## config.mk

```make
export PLATFORM = sky130hd
export DESIGN_NAME = cgc_clock_gen_ctrl
export DESIGN_NICKNAME = d
export VERILOG_FILES = /design/src/cgc_pkg.sv /design/src/cgc_clock_gen_ctrl.sv
export VERILOG_INCLUDE_DIRS = /design/src /design/src/src
export SDC_FILE = /design/constraint.sdc
export NUM_CORES = 1
export LEC_CHECK = 0
export BUFFER_PORTS_ARGS = -buffer_cell sky130_fd_sc_hd__buf_4
export CORE_MARGIN = 2
export CORE_UTILIZATION = 49
export CTS_CLUSTER_DIAMETER = 50
export DETAILED_ROUTE_END_ITERATION = 10
export GPL_ROUTABILITY_DRIVEN = 0
export HOLD_SLACK_MARGIN = 0.02
export PLACE_DENSITY = 0.83
export SYNTH_ARGS = -nofsm -noshare
export SYNTH_HDL_FRONTEND = slang
export SYNTH_SLANG_ARGS = --single-unit
```

## constraint.sdc

```tcl
create_clock -name hclk -period 4.8 [get_ports hclk]
set_input_delay 0.24 -clock hclk [delete_from_list [all_inputs] [get_ports hclk]]
set_output_delay 0.24 -clock hclk [all_outputs]
set_load 0.01 [all_outputs]
```

## src/cgc_defines.svh

```systemverilog
// Function
// [RULE1] Source field 00 picks loop output, 01 internal ref, 10 external ref.
// [RULE2] Reserved source code 11 behaves exactly like code 00.
// [RULE3] Reference divider divides by two to the field value, reset 000.
// [RULE4] Software keeps divided reference inside the loop's allowed input range.
// [RULE5] Internal reference select 1 feeds internal ref, 0 external ref.
// [RULE6] Internal ref output enable turns internal clock output on or off.
// [RULE7] Internal ref runs in stop if enabled and output on or internal mode.
// [RULE8] Bus divider divides selected source by 1, 2, 4 or 8, reset 01.
// [RULE9] Range bit selects high or low external frequency range.
// [RULE10] Gain bit selects high gain or low power oscillator operation.
// [RULE11] Low power bit disables the loop while a bypassed mode is active.
// [RULE12] Type bit requests crystal oscillator or direct external clock.
// [RULE13] External ref output enable turns external clock output on or off.
// [RULE14] External ref runs in stop if enabled and output on or external mode.
// [RULE15] Internal reference status follows select bit only after synchronising.
// [RULE16] Select or divider change clears lock until the loop relocks.
// [RULE17] Both control registers are 8-bit read and write.
// [RULE18] Divided reference feeds whichever loop is currently selected.
`ifndef CGC_DEFINES_SVH
`define CGC_DEFINES_SVH
`define CGC_OFS_CTRL_ONE   8'h00
`define CGC_OFS_CTRL_TWO   8'h04
`define CGC_OFS_STATUS     8'h08
`define CGC_OFS_MODE       8'h0C
`define CGC_RST_CTRL_ONE   8'h04
`define CGC_RST_CTRL_TWO   8'h40
`define CGC_F_SRC_HI       7
`define CGC_F_SRC_LO       6
`define CGC_F_REFERENCE_DIVIDER_HI      5
`define CGC_F_REFERENCE_DIVIDER_LO      3
`define CGC_F_IREF_SEL     2
`define CGC_F_IREF_OE      1
`define CGC_F_IREF_STEN    0
`define CGC_F_BUS_DIVIDER_HI      7
`define CGC_F_BUS_DIVIDER_LO      6
`define CGC_F_RANGE        5
`define CGC_F_HGO          4
`define CGC_F_LP           3
`define CGC_F_EREF_TYPE    2
`define CGC_F_EREF_OE      1
`define CGC_F_EREF_STEN    0
`endif

```

## src/cgc_pkg.sv

```systemverilog
package cgc_pkg;
   // System clock source codes.
   typedef enum logic [1:0]
   {
      CGC_SRC_LOOP = 2'h0,
      CGC_SRC_IREF = 2'h1,
      CGC_SRC_EREF = 2'h2,
      CGC_SRC_RSVD = 2'h3
   } cgc_src_e;
   typedef logic [7:0] cgc_byte_t;
endpackage

```

## src/cgc_clock_gen_ctrl.sv

```systemverilog
// Implementation choices: the address map and register access over AHB-Lite.
`include "cgc_defines.svh"

module cgc_clock_gen_ctrl
(
   // Bus clock and reset.
   input  wire logic             hclk,
   input  wire logic             hresetn,
   // AHB-Lite slave.
   input  wire logic             hsel,
   input  wire logic [7:0]       haddr,
   input  wire logic [1:0]       htrans,
   input  wire logic             hwrite,
   input  wire logic [2:0]       hsize,
   input  wire logic [31:0]      hwdata,
   input  wire logic             hready,
   output logic      [31:0]      hrdata,
   output logic                  hreadyout,
   output logic                  hresp,
   // Clock tree inputs, asynchronous to hclk.
   input  wire logic             stop_req,
   input  wire logic             loop_locked,
   // Clock tree controls.
   output cgc_pkg::cgc_src_e     sys_clock_source_sel,
   output logic      [7:0]       ref_div_ratio,
   output logic      [3:0]       bus_div_ratio,
   output logic                  ref_from_internal,
   output logic                  ref_to_pll,
   output logic                  internal_ref_clock_out_en,
   output logic                  external_ref_clock_out_en,
   output logic                  internal_ref_run,
   output logic                  external_ref_run,
   output logic                  osc_high_range,
   output logic                  osc_high_gain_select,
   output logic                  ext_ref_type_select,
   output logic                  loop_enable,
   output logic                  internal_ref_status,
   output logic                  lock_indication
);
   import cgc_pkg::*;

   ////////////////////////////////////////////////////////////////////////
   // Bus slave.
   logic [7:0]  ctrl_one_q;
   logic [7:0]  ctrl_two_q;
   logic        pll_sel_q;
   logic [7:0]  wr_addr_q;
   logic        wr_pend_q;
   logic [31:0] rdata_d;

   wire         bus_go   = hsel & hready & htrans[1];
   wire         wr_one   = wr_pend_q & (wr_addr_q == `CGC_OFS_CTRL_ONE);
   wire         wr_two   = wr_pend_q & (wr_addr_q == `CGC_OFS_CTRL_TWO);
   wire         wr_mode  = wr_pend_q & (wr_addr_q == `CGC_OFS_MODE);
   wire [7:0]   wbyte    = hwdata[7:0];

   // A read right behind a write to the same register must see the new
   // byte, so the read mux looks through a write still in its data phase.
   wire [7:0]   ctrl_one_d = wr_one ? wbyte : ctrl_one_q;
   wire [7:0]   ctrl_two_d = wr_two ? wbyte : ctrl_two_q;
   wire         pll_sel_d  = wr_mode ? wbyte[0] : pll_sel_q;

   // Zero wait states; unmapped reads give zero and writes are dropped.
   assign hreadyout = 1'b1;
   assign hresp     = 1'b0;

   // Write address is captured, data taken in the following data phase.
   always_ff @(posedge hclk or negedge hresetn)
   begin
      if (!hresetn)
      begin
         wr_pend_q <= 1'b0;
         wr_addr_q <= 8'h00;
      end
      else
      begin
         wr_pend_q <= bus_go & hwrite;
         wr_addr_q <= haddr;
      end
   end

   // Control registers keep whatever software last wrote.
   always_ff @(posedge hclk or negedge hresetn)
   begin
      if (!hresetn)
      begin
         ctrl_one_q <= `CGC_RST_CTRL_ONE;
         ctrl_two_q <= `CGC_RST_CTRL_TWO;
         pll_sel_q  <= 1'b0;
      end
      else
      begin
         if (wr_one)
            ctrl_one_q <= wbyte; // RULE17
         if (wr_two)
            ctrl_two_q <= wbyte; // RULE17
         if (wr_mode)
            pll_sel_q <= wbyte[0];
      end
   end

   ////////////////////////////////////////////////////////////////////////
   // Field decode.
   wire [1:0] src_raw   = ctrl_one_q[`CGC_F_SRC_HI:`CGC_F_SRC_LO];
   wire [2:0] reference_divider      = ctrl_one_q[`CGC_F_REFERENCE_DIVIDER_HI:`CGC_F_REFERENCE_DIVIDER_LO];
   wire       iref_sel  = ctrl_one_q[`CGC_F_IREF_SEL];
   wire       iref_oe   = ctrl_one_q[`CGC_F_IREF_OE];
   wire       iref_sten = ctrl_one_q[`CGC_F_IREF_STEN];
   wire [1:0] bus_divider      = ctrl_two_q[`CGC_F_BUS_DIVIDER_HI:`CGC_F_BUS_DIVIDER_LO];
   wire       lp        = ctrl_two_q[`CGC_F_LP];
   wire       eref_oe   = ctrl_two_q[`CGC_F_EREF_OE];
   wire       eref_sten = ctrl_two_q[`CGC_F_EREF_STEN];

   // Reserved code falls back to the loop output.
   assign sys_clock_source_sel = (src_raw == CGC_SRC_RSVD) ? CGC_SRC_LOOP
                                 : cgc_src_e'(src_raw); // RULE1 RULE2
   assign ref_div_ratio   = 8'h01 << reference_divider;      // RULE3
   assign bus_div_ratio   = 4'h1 << bus_divider;       // RULE8
   assign ref_from_internal = iref_sel;         // RULE5
   assign ref_to_pll      = pll_sel_q;          // RULE18
   assign osc_high_range  = ctrl_two_q[`CGC_F_RANGE];     // RULE9
   assign osc_high_gain_select = ctrl_two_q[`CGC_F_HGO];  // RULE10
   assign ext_ref_type_select = ctrl_two_q[`CGC_F_EREF_TYPE]; // RULE12

   ////////////////////////////////////////////////////////////////////////
   // Pin and select bit synchronisers.
   logic [1:0] stop_s_q;
   logic [1:0] lock_s_q;
   logic [1:0] internal_ref_status_s_q;
   always_ff @(posedge hclk or negedge hresetn)
   begin
      if (!hresetn)
      begin
         stop_s_q   <= 2'h0;
         lock_s_q   <= 2'h0;
         internal_ref_status_s_q <= 2'h3;
      end
      else
      begin
         stop_s_q   <= {stop_s_q[0], stop_req};
         lock_s_q   <= {lock_s_q[0], loop_locked};
         internal_ref_status_s_q <= {internal_ref_status_s_q[0], iref_sel}; // RULE15
      end
   end
   wire stop_now = stop_s_q[1];
   wire lock_now = lock_s_q[1];
   assign internal_ref_status = internal_ref_status_s_q[1]; // RULE15

   ////////////////////////////////////////////////////////////////////////
   // Mode and stop behaviour.
   wire bypassed = (sys_clock_source_sel != CGC_SRC_LOOP);
   wire int_mode = iref_sel & (sys_clock_source_sel != CGC_SRC_EREF);
   wire ext_mode = ~iref_sel & (sys_clock_source_sel != CGC_SRC_IREF);
   logic int_mode_q;
   logic ext_mode_q;

   // Mode is frozen on stop entry so stop keeps the pre-stop decision.
   always_ff @(posedge hclk or negedge hresetn)
   begin
      if (!hresetn)
      begin
         int_mode_q <= 1'b1;
         ext_mode_q <= 1'b0;
      end
      else if (!stop_now)
      begin
         int_mode_q <= int_mode;
         ext_mode_q <= ext_mode;
      end
   end

   // An output clock lives only while its reference runs, so in stop the
   // stop enable decides whether peripherals keep their clock.
   assign internal_ref_clock_out_en = iref_oe & internal_ref_run; // RULE6
   assign external_ref_clock_out_en = eref_oe & external_ref_run; // RULE13
   assign internal_ref_run = stop_now
      ? (iref_sten & (iref_oe | int_mode_q)) : 1'b1;          // RULE7
   assign external_ref_run = stop_now
      ? (eref_sten & (eref_oe | ext_mode_q))
      : (ext_mode | eref_oe);                                 // RULE14
   assign loop_enable = ~stop_now & ~(lp & bypassed);         // RULE11

   ////////////////////////////////////////////////////////////////////////
   // Lock indication, cleared on reference change until relock.
   logic [3:0] ref_cfg_q;
   logic       lock_q;
   logic       relock_wait_q;
   wire        ref_change = (ref_cfg_q != {iref_sel, reference_divider});
   always_ff @(posedge hclk or negedge hresetn)
   begin
      if (!hresetn)
      begin
         ref_cfg_q     <= 4'h8;
         lock_q        <= 1'b0;
         relock_wait_q <= 1'b0;
      end
      else
      begin
         ref_cfg_q <= {iref_sel, reference_divider};
         if (ref_change | ~loop_enable)
         begin
            lock_q        <= 1'b0; // RULE16
            relock_wait_q <= 1'b1;
         end
         else if (relock_wait_q)
            relock_wait_q <= lock_now;  // Wait for loss then regain.
         else
            lock_q <= lock_now;
      end
   end
   assign lock_indication = lock_q;

   ////////////////////////////////////////////////////////////////////////
   // Read mux, registered in the data phase.
   always_comb
   begin
      rdata_d = 32'h0000_0000;
      if (haddr == `CGC_OFS_CTRL_ONE)
         rdata_d[7:0] = ctrl_one_d;
      else if (haddr == `CGC_OFS_CTRL_TWO)
         rdata_d[7:0] = ctrl_two_d;
      else if (haddr == `CGC_OFS_STATUS)
         rdata_d[1:0] = {lock_q, internal_ref_status_s_q[1]};
      else if (haddr == `CGC_OFS_MODE)
         rdata_d[0] = pll_sel_d;
   end
   always_ff @(posedge hclk or negedge hresetn)
   begin
      if (!hresetn)
         hrdata <= 32'h0000_0000;
      else if (bus_go & ~hwrite)
         hrdata <= rdata_d;
   end
endmodule

```

# Word level (Yosys, flattened, before mapping)
# Index checks and enable logic that the tools add are counted.
# word_totals
reg_bits	48
input_bits	52
elab_cells	69
# op_classes
eq_ne	10
n_shift	2
mux	16
bitwise	24
n_reduce_logical	3
# op_table
operator	count
8-bit by 4-bit == test with 1-bit output (second input constant)	3
8-bit 2-to-1 mux	3
8-bit by 3-bit == test with 1-bit output (second input constant)	2
8-bit zero test	2
1-bit AND	15
1-bit 2-to-1 mux	10
1-bit by 3-bit left shift with 8-bit output (first input constant)	1
6-bit 2-to-1 mux	1
1-bit NOT	5
2-bit 2-to-1 mux	2
2-bit by 1-bit != test with 1-bit output (second input constant)	2
4-bit != test	1
1-bit bitwise OR	4
1-bit by 2-bit left shift with 4-bit output (first input constant)	1
2-bit == test (second input constant)	1
2-bit != test (second input constant)	1
2-bit nonzero test	1

# Depth between registers and ports, before layout
# logic_depth
word_depth	9
depth_mapped	6
mapped_depth_nobuf	6

# Worst setup path after synthesis
# Ideal clock, no wire load.
# synth_timing
path_kind	flip-flop to flip-flop
from	reg wr_addr_q[4]
to	reg hrdata[0]
setup_ns	0.122
arrival_ns	1.520
required_time_ns	4.678
path_slack_ns	3.159
path_stages_with_launch	5
path_buffers	0
period_less_slack_ns	1.641
path_cell_list	dfrtp_1 and4bb_2 a31oi_1 or4_1 a32o_1
# synth_via
elab_chain_cells	7
word_cells_on_any_way	13
cone_classes	eq/ne (2); mux (7); bitwise (3); reduce/logical (1)
# synth_lines
element	line_no	source
start, declared	cgc_clock_gen_ctrl.sv:47	logic [7:0] wr_addr_q;
start signal, assigned	cgc_clock_gen_ctrl.sv:78	wr_addr_q <= haddr;
8-bit by 4-bit == test with 1-bit output (no line)	-	
1-bit AND	cgc_clock_gen_ctrl.sv:54	wire wr_mode = wr_pend_q & (wr_addr_q == `CGC_OFS_MODE);
1-bit 2-to-1 mux	-	
1-bit 2-to-1 mux	cgc_clock_gen_ctrl.sv:224	else if (haddr == `CGC_OFS_MODE)
1-bit 2-to-1 mux	cgc_clock_gen_ctrl.sv:222	else if (haddr == `CGC_OFS_STATUS)
2-bit 2-to-1 mux	cgc_clock_gen_ctrl.sv:220	else if (haddr == `CGC_OFS_CTRL_TWO)
8-bit 2-to-1 mux *	cgc_clock_gen_ctrl.sv:218	if (haddr == `CGC_OFS_CTRL_ONE)
end signal, assigned	cgc_clock_gen_ctrl.sv:232	hrdata <= rdata_d;
end, declared	cgc_clock_gen_ctrl.sv:17	output logic [31:0] hrdata,
# Every way passes the cells marked *; elsewhere a longest branch is shown, timed or not.
# A chain may end at the register's enable or synchronous reset.

# Final worst setup path
# layout_timing
from	reg ctrl_one_q[6]
to	out external_ref_run
# layout_via
elab_chain_cells	6
# layout_lines
element	line_no	source
start, declared	cgc_clock_gen_ctrl.sv:44	logic [7:0] ctrl_one_q;
start signal, assigned	cgc_clock_gen_ctrl.sv:87	ctrl_one_q <= `CGC_RST_CTRL_ONE;
start signal, assigned	cgc_clock_gen_ctrl.sv:94	ctrl_one_q <= wbyte;
2-bit == test	cgc_clock_gen_ctrl.sv:115	assign sys_clock_source_sel = (src_raw == CGC_SRC_RSVD) ? CGC_SRC_LOOP
2-bit 2-to-1 mux *	cgc_clock_gen_ctrl.sv:115	
2-bit by 1-bit != test with 1-bit output *	cgc_clock_gen_ctrl.sv:153	wire ext_mode = ~iref_sel & (sys_clock_source_sel != CGC_SRC_IREF);
1-bit AND *	cgc_clock_gen_ctrl.sv:153	
1-bit bitwise OR *	cgc_clock_gen_ctrl.sv:180	: (ext_mode | eref_oe);
1-bit 2-to-1 mux *	cgc_clock_gen_ctrl.sv:179	? (eref_sten & (eref_oe | ext_mode_q))
end, declared	cgc_clock_gen_ctrl.sv:32	output logic external_ref_run,
# Marks and branches as above.

==> results_dict.tcl <==
set metrics [dict create \
    numCtsBuffers 5 \
    crit_required_ps 4560 \
    hold_start "loop_locked" \
    worst_slew_pin_slew_ps 614.0 \
    drc 0 \
    portBuffers 57 \
    r2r_setup_slack_ps 2970 \
    path_max_fanout 4 \
    drt-vias-per-instance 5.069 \
    final_nets 320 \
    clock_skew_ps 7.045 \
    hold-path-cell-count 1 \
    grt_pass1_wl_mm 7.493 \
    htreeDepth 2 \
    row_count 24 \
    dieArea_um2 5187 \
    area_growth_pct 21.85 \
    r2r_end "hrdata[1]" \
    slowest_delay_ps 430 \
    worstSkewPairLatency_ps 300 \
    end_kind "output port" \
    r2r-start "wr_addr_q[7]" \
    drtIter0Drc 69 \
    antenna_found_initial 0 \
    synthMuxAreaShare 0.06236 \
    crit_chain "ha_1 > o31ai_1 > nor2_1 > a21oi_1 > buf_4" \
    synth_top_family_by_area "simple AND/OR/NAND/NOR gates" \
    grt_pass1_vias 1565 \
    synth_compound_area_frac 0.09327 \
    seq_area_frac_synth 0.5215 \
    reg2regPathDepth 4 \
    drive_gt1_frac 0.3045 \
    final_cells 318 \
    register_area_um2 1182 \
    yosys.area_share.xor_xnor 0.01545 \
    max_slew_margin 0.5885 \
    fillers 377 \
    status "completed" \
    period_share 0.3847 \
    routed_wl_mm 4.395 \
    route.antenna.remaining_nets 0 \
    critical_path_arrival_ps 1610 \
    die_x_um 72.02 \
    yosys_warnings 0 \
    die_height_um 72.02 \
    fin_crit_ps 1847 \
    tritoncts "built" \
    syn_inst 207 \
    powerDensity_nw_per_um2 291.3 \
    power_uw 804.7 \
    drtPass1Iterations 4 \
    maxCapViolCount 0 \
    synth_top_flop_cell "dfrtp_1" \
    clockRootBuffer "clkbuf_8" \
    fin_util 0.6259 \
    initial_core_util 0.5136 \
    track_usage 0.1859 \
    antenna_cells 0 \
    cts_buffer_depth 2 \
    multiInputGateArea_um2 878.3 \
    clk_pin_slew_worst_paths_ps 90 \
    min_to "lock_s_q[0]" \
    cts.sinks 47 \
    ys_ff_latch 47 \
    max_clock_freq_mhz 541.6 \
    finalHoldViolations 0 \
    grt_max_degree 48 \
    setup_viol 0 \
    hold_path_class "input pin to flop" \
    dp_hpwl_mm 3.329 \
    synthAdderAreaFrac 0.01656 \
    dp.cells 309 \
    grt_overflow 0 \
    ir_drop_mv 0.1792 \
    crit_type "flop to output port" \
    power_leakage_uw 0.001453 \
    finalMaxSlewViolations 0 \
    cp_slowest_cell "dfrtp_1" \
    synth-async-reset-ratio 1.000 \
    synth.distinct_cells 45 \
    setup_tns_ps 0 \
    synthSimpleGateAreaFrac 0.1567 \
    avgSynthCellArea_um2 10.95 \
    vias 1612 \
    synth_edf_count 0 \
    worstSetupStartpointType "flop" \
    ios 112 \
    syn_area_um2 2267 \
    rsz0062_at_grt "no" \
    avgRoutedWirePerCell_um 13.82 \
    core_um2 4414 \
]
[Yosys cell counts (all sizes together) (3+ instances only)]
cell type	instances	share of area
xor2	4	0.015
o221ai	6	0.023
inv	22	0.036
nor3	3	0.0088
nor4	3	0.011
or2	3	0.0083
o21ai	5	0.011
nor3b	4	0.013
clkbuf	5	0.0083
dfrtp	42	0.46
buf	26	0.086
ha	3	0.017
nor2	8	0.013
o31ai	3	0.0099
nand2	13	0.022
or4	3	0.012
mux2i	13	0.057
dfstp	5	0.058
[metrics by stage]
stage	worst slack [ps]	instance area [um2]	hold slack [ps]
6_report	2953	2763	44.00
5_1_grt	2791	2763	28.76
4_1_cts	2912	2763	33.63
3_5_place_dp	2788	2636	278.7
3_3_place_gp	2898	2636	274.2
2_1_floorplan	3159	2357	-55.59
[power breakdown]
group          switching, uW  internal (uW)
clock network            135            158
registers               14.6            413
logic                   46.8           37.7
[layer usage]
layer | wire length (um) | part of all wire | vias up | track usage
met5 | 0 | 0 | - | 0
met4 | 46 | 0.010 | 0 | 0.05660
met3 | 244 | 0.056 | 4 | 0.03056
met2 | 2099 | 0.48 | 67 | 0.3035
met1 | 2005 | 0.46 | 766 | 0.2574
li1 | - | - | 775 | -
[state kept, by name, indices dropped and copies added, names as in the netlist]
signal	cells
ctrl_one_q	8
ctrl_two_q	8
ext_mode_q	1
hrdata	8
int_mode_q	1
internal_ref_status_s_q	2
lock_indication	1
lock_s_q	2
ref_cfg_q	3
ref_to_pll	1
relock_wait_q	1
stop_s_q	2
wr_addr_q	8
wr_pend_q	1
[critical path: cells and delay by family, from the launching register on]
| family | cells | cell delay (ps) |
|---|---|---|
| flip-flops | 1 | 430 |
| adder cells (fa/ha/maj) | 1 | 220 |
| AO/OA/AOI/OAI | 2 | 450 |
| buffers and inverters | 1 | 140 |
| AND/OR/NAND/NOR | 1 | 70 |
[layout make-up]
class / instances / share of cell area
clock buffer: 5 / 0.02491
clock inverter: 3 / 0.01721
inverter: 22 / 0.02989
multi-input combinational: 131 / 0.3179
sequential: 47 / 0.4280
tap: 52 / 0.02355
timing repair buffer: 58 / 0.1585
[worst max path at each step]
| stage | from | end | slack [ps] | depth (start not counted) |
|---|---|---|---|---|
| 6_report | ctrl_one_q[6] | external_ref_run | 2950 | 5 |
| 3_3_place_gp | hwrite | hrdata[7] | 2900 | 5 |
| 4_1_cts | ctrl_one_q[7] | external_ref_run | 2910 | 6 |
| 3_5_place_dp | hwrite | hrdata[3] | 2790 | 5 |
| 5_1_grt | ctrl_one_q[6] | external_ref_run | 2790 | 5 |
| 2_1_floorplan | wr_addr_q[4] | hrdata[0] | 3160 | 4 |
[cell usage in the layout, fill, tap and decap left out, types with 4 or more instances in the layout]
master,count
buf_4,57
clkbuf_8,5
conb_1,26
dfrtp_1,42
dfstp_2,5
inv_1,22
mux2i_1,13
nand2_1,13
nor2_1,8
nor3b_1,4
o21ai_0,5
o221ai_1,6
xor2_1,4
[what timing repair did]
action | 4_1_cts | 5_1_grt
buffers inserted | 0 | 0
resized for setup | 0 | 0
hold buffers | 1 | 0
hold endpoints to repair | 42 | 0
[cell families (layout without fill, tap and decap cells)]
logic type / after synthesis / after routing
AND/OR/NAND/NOR: 56 / 56
buffers and inverters: 53 / 88
flip-flops: 47 / 47
AO/OA/AOI/OAI: 28 / 28
multiplexers: 14 / 14
XOR/XNOR: 4 / 4
adder cells (fa/ha/maj): 3 / 3
other: 2 / 26
Power figures use the tool's default switching activity.
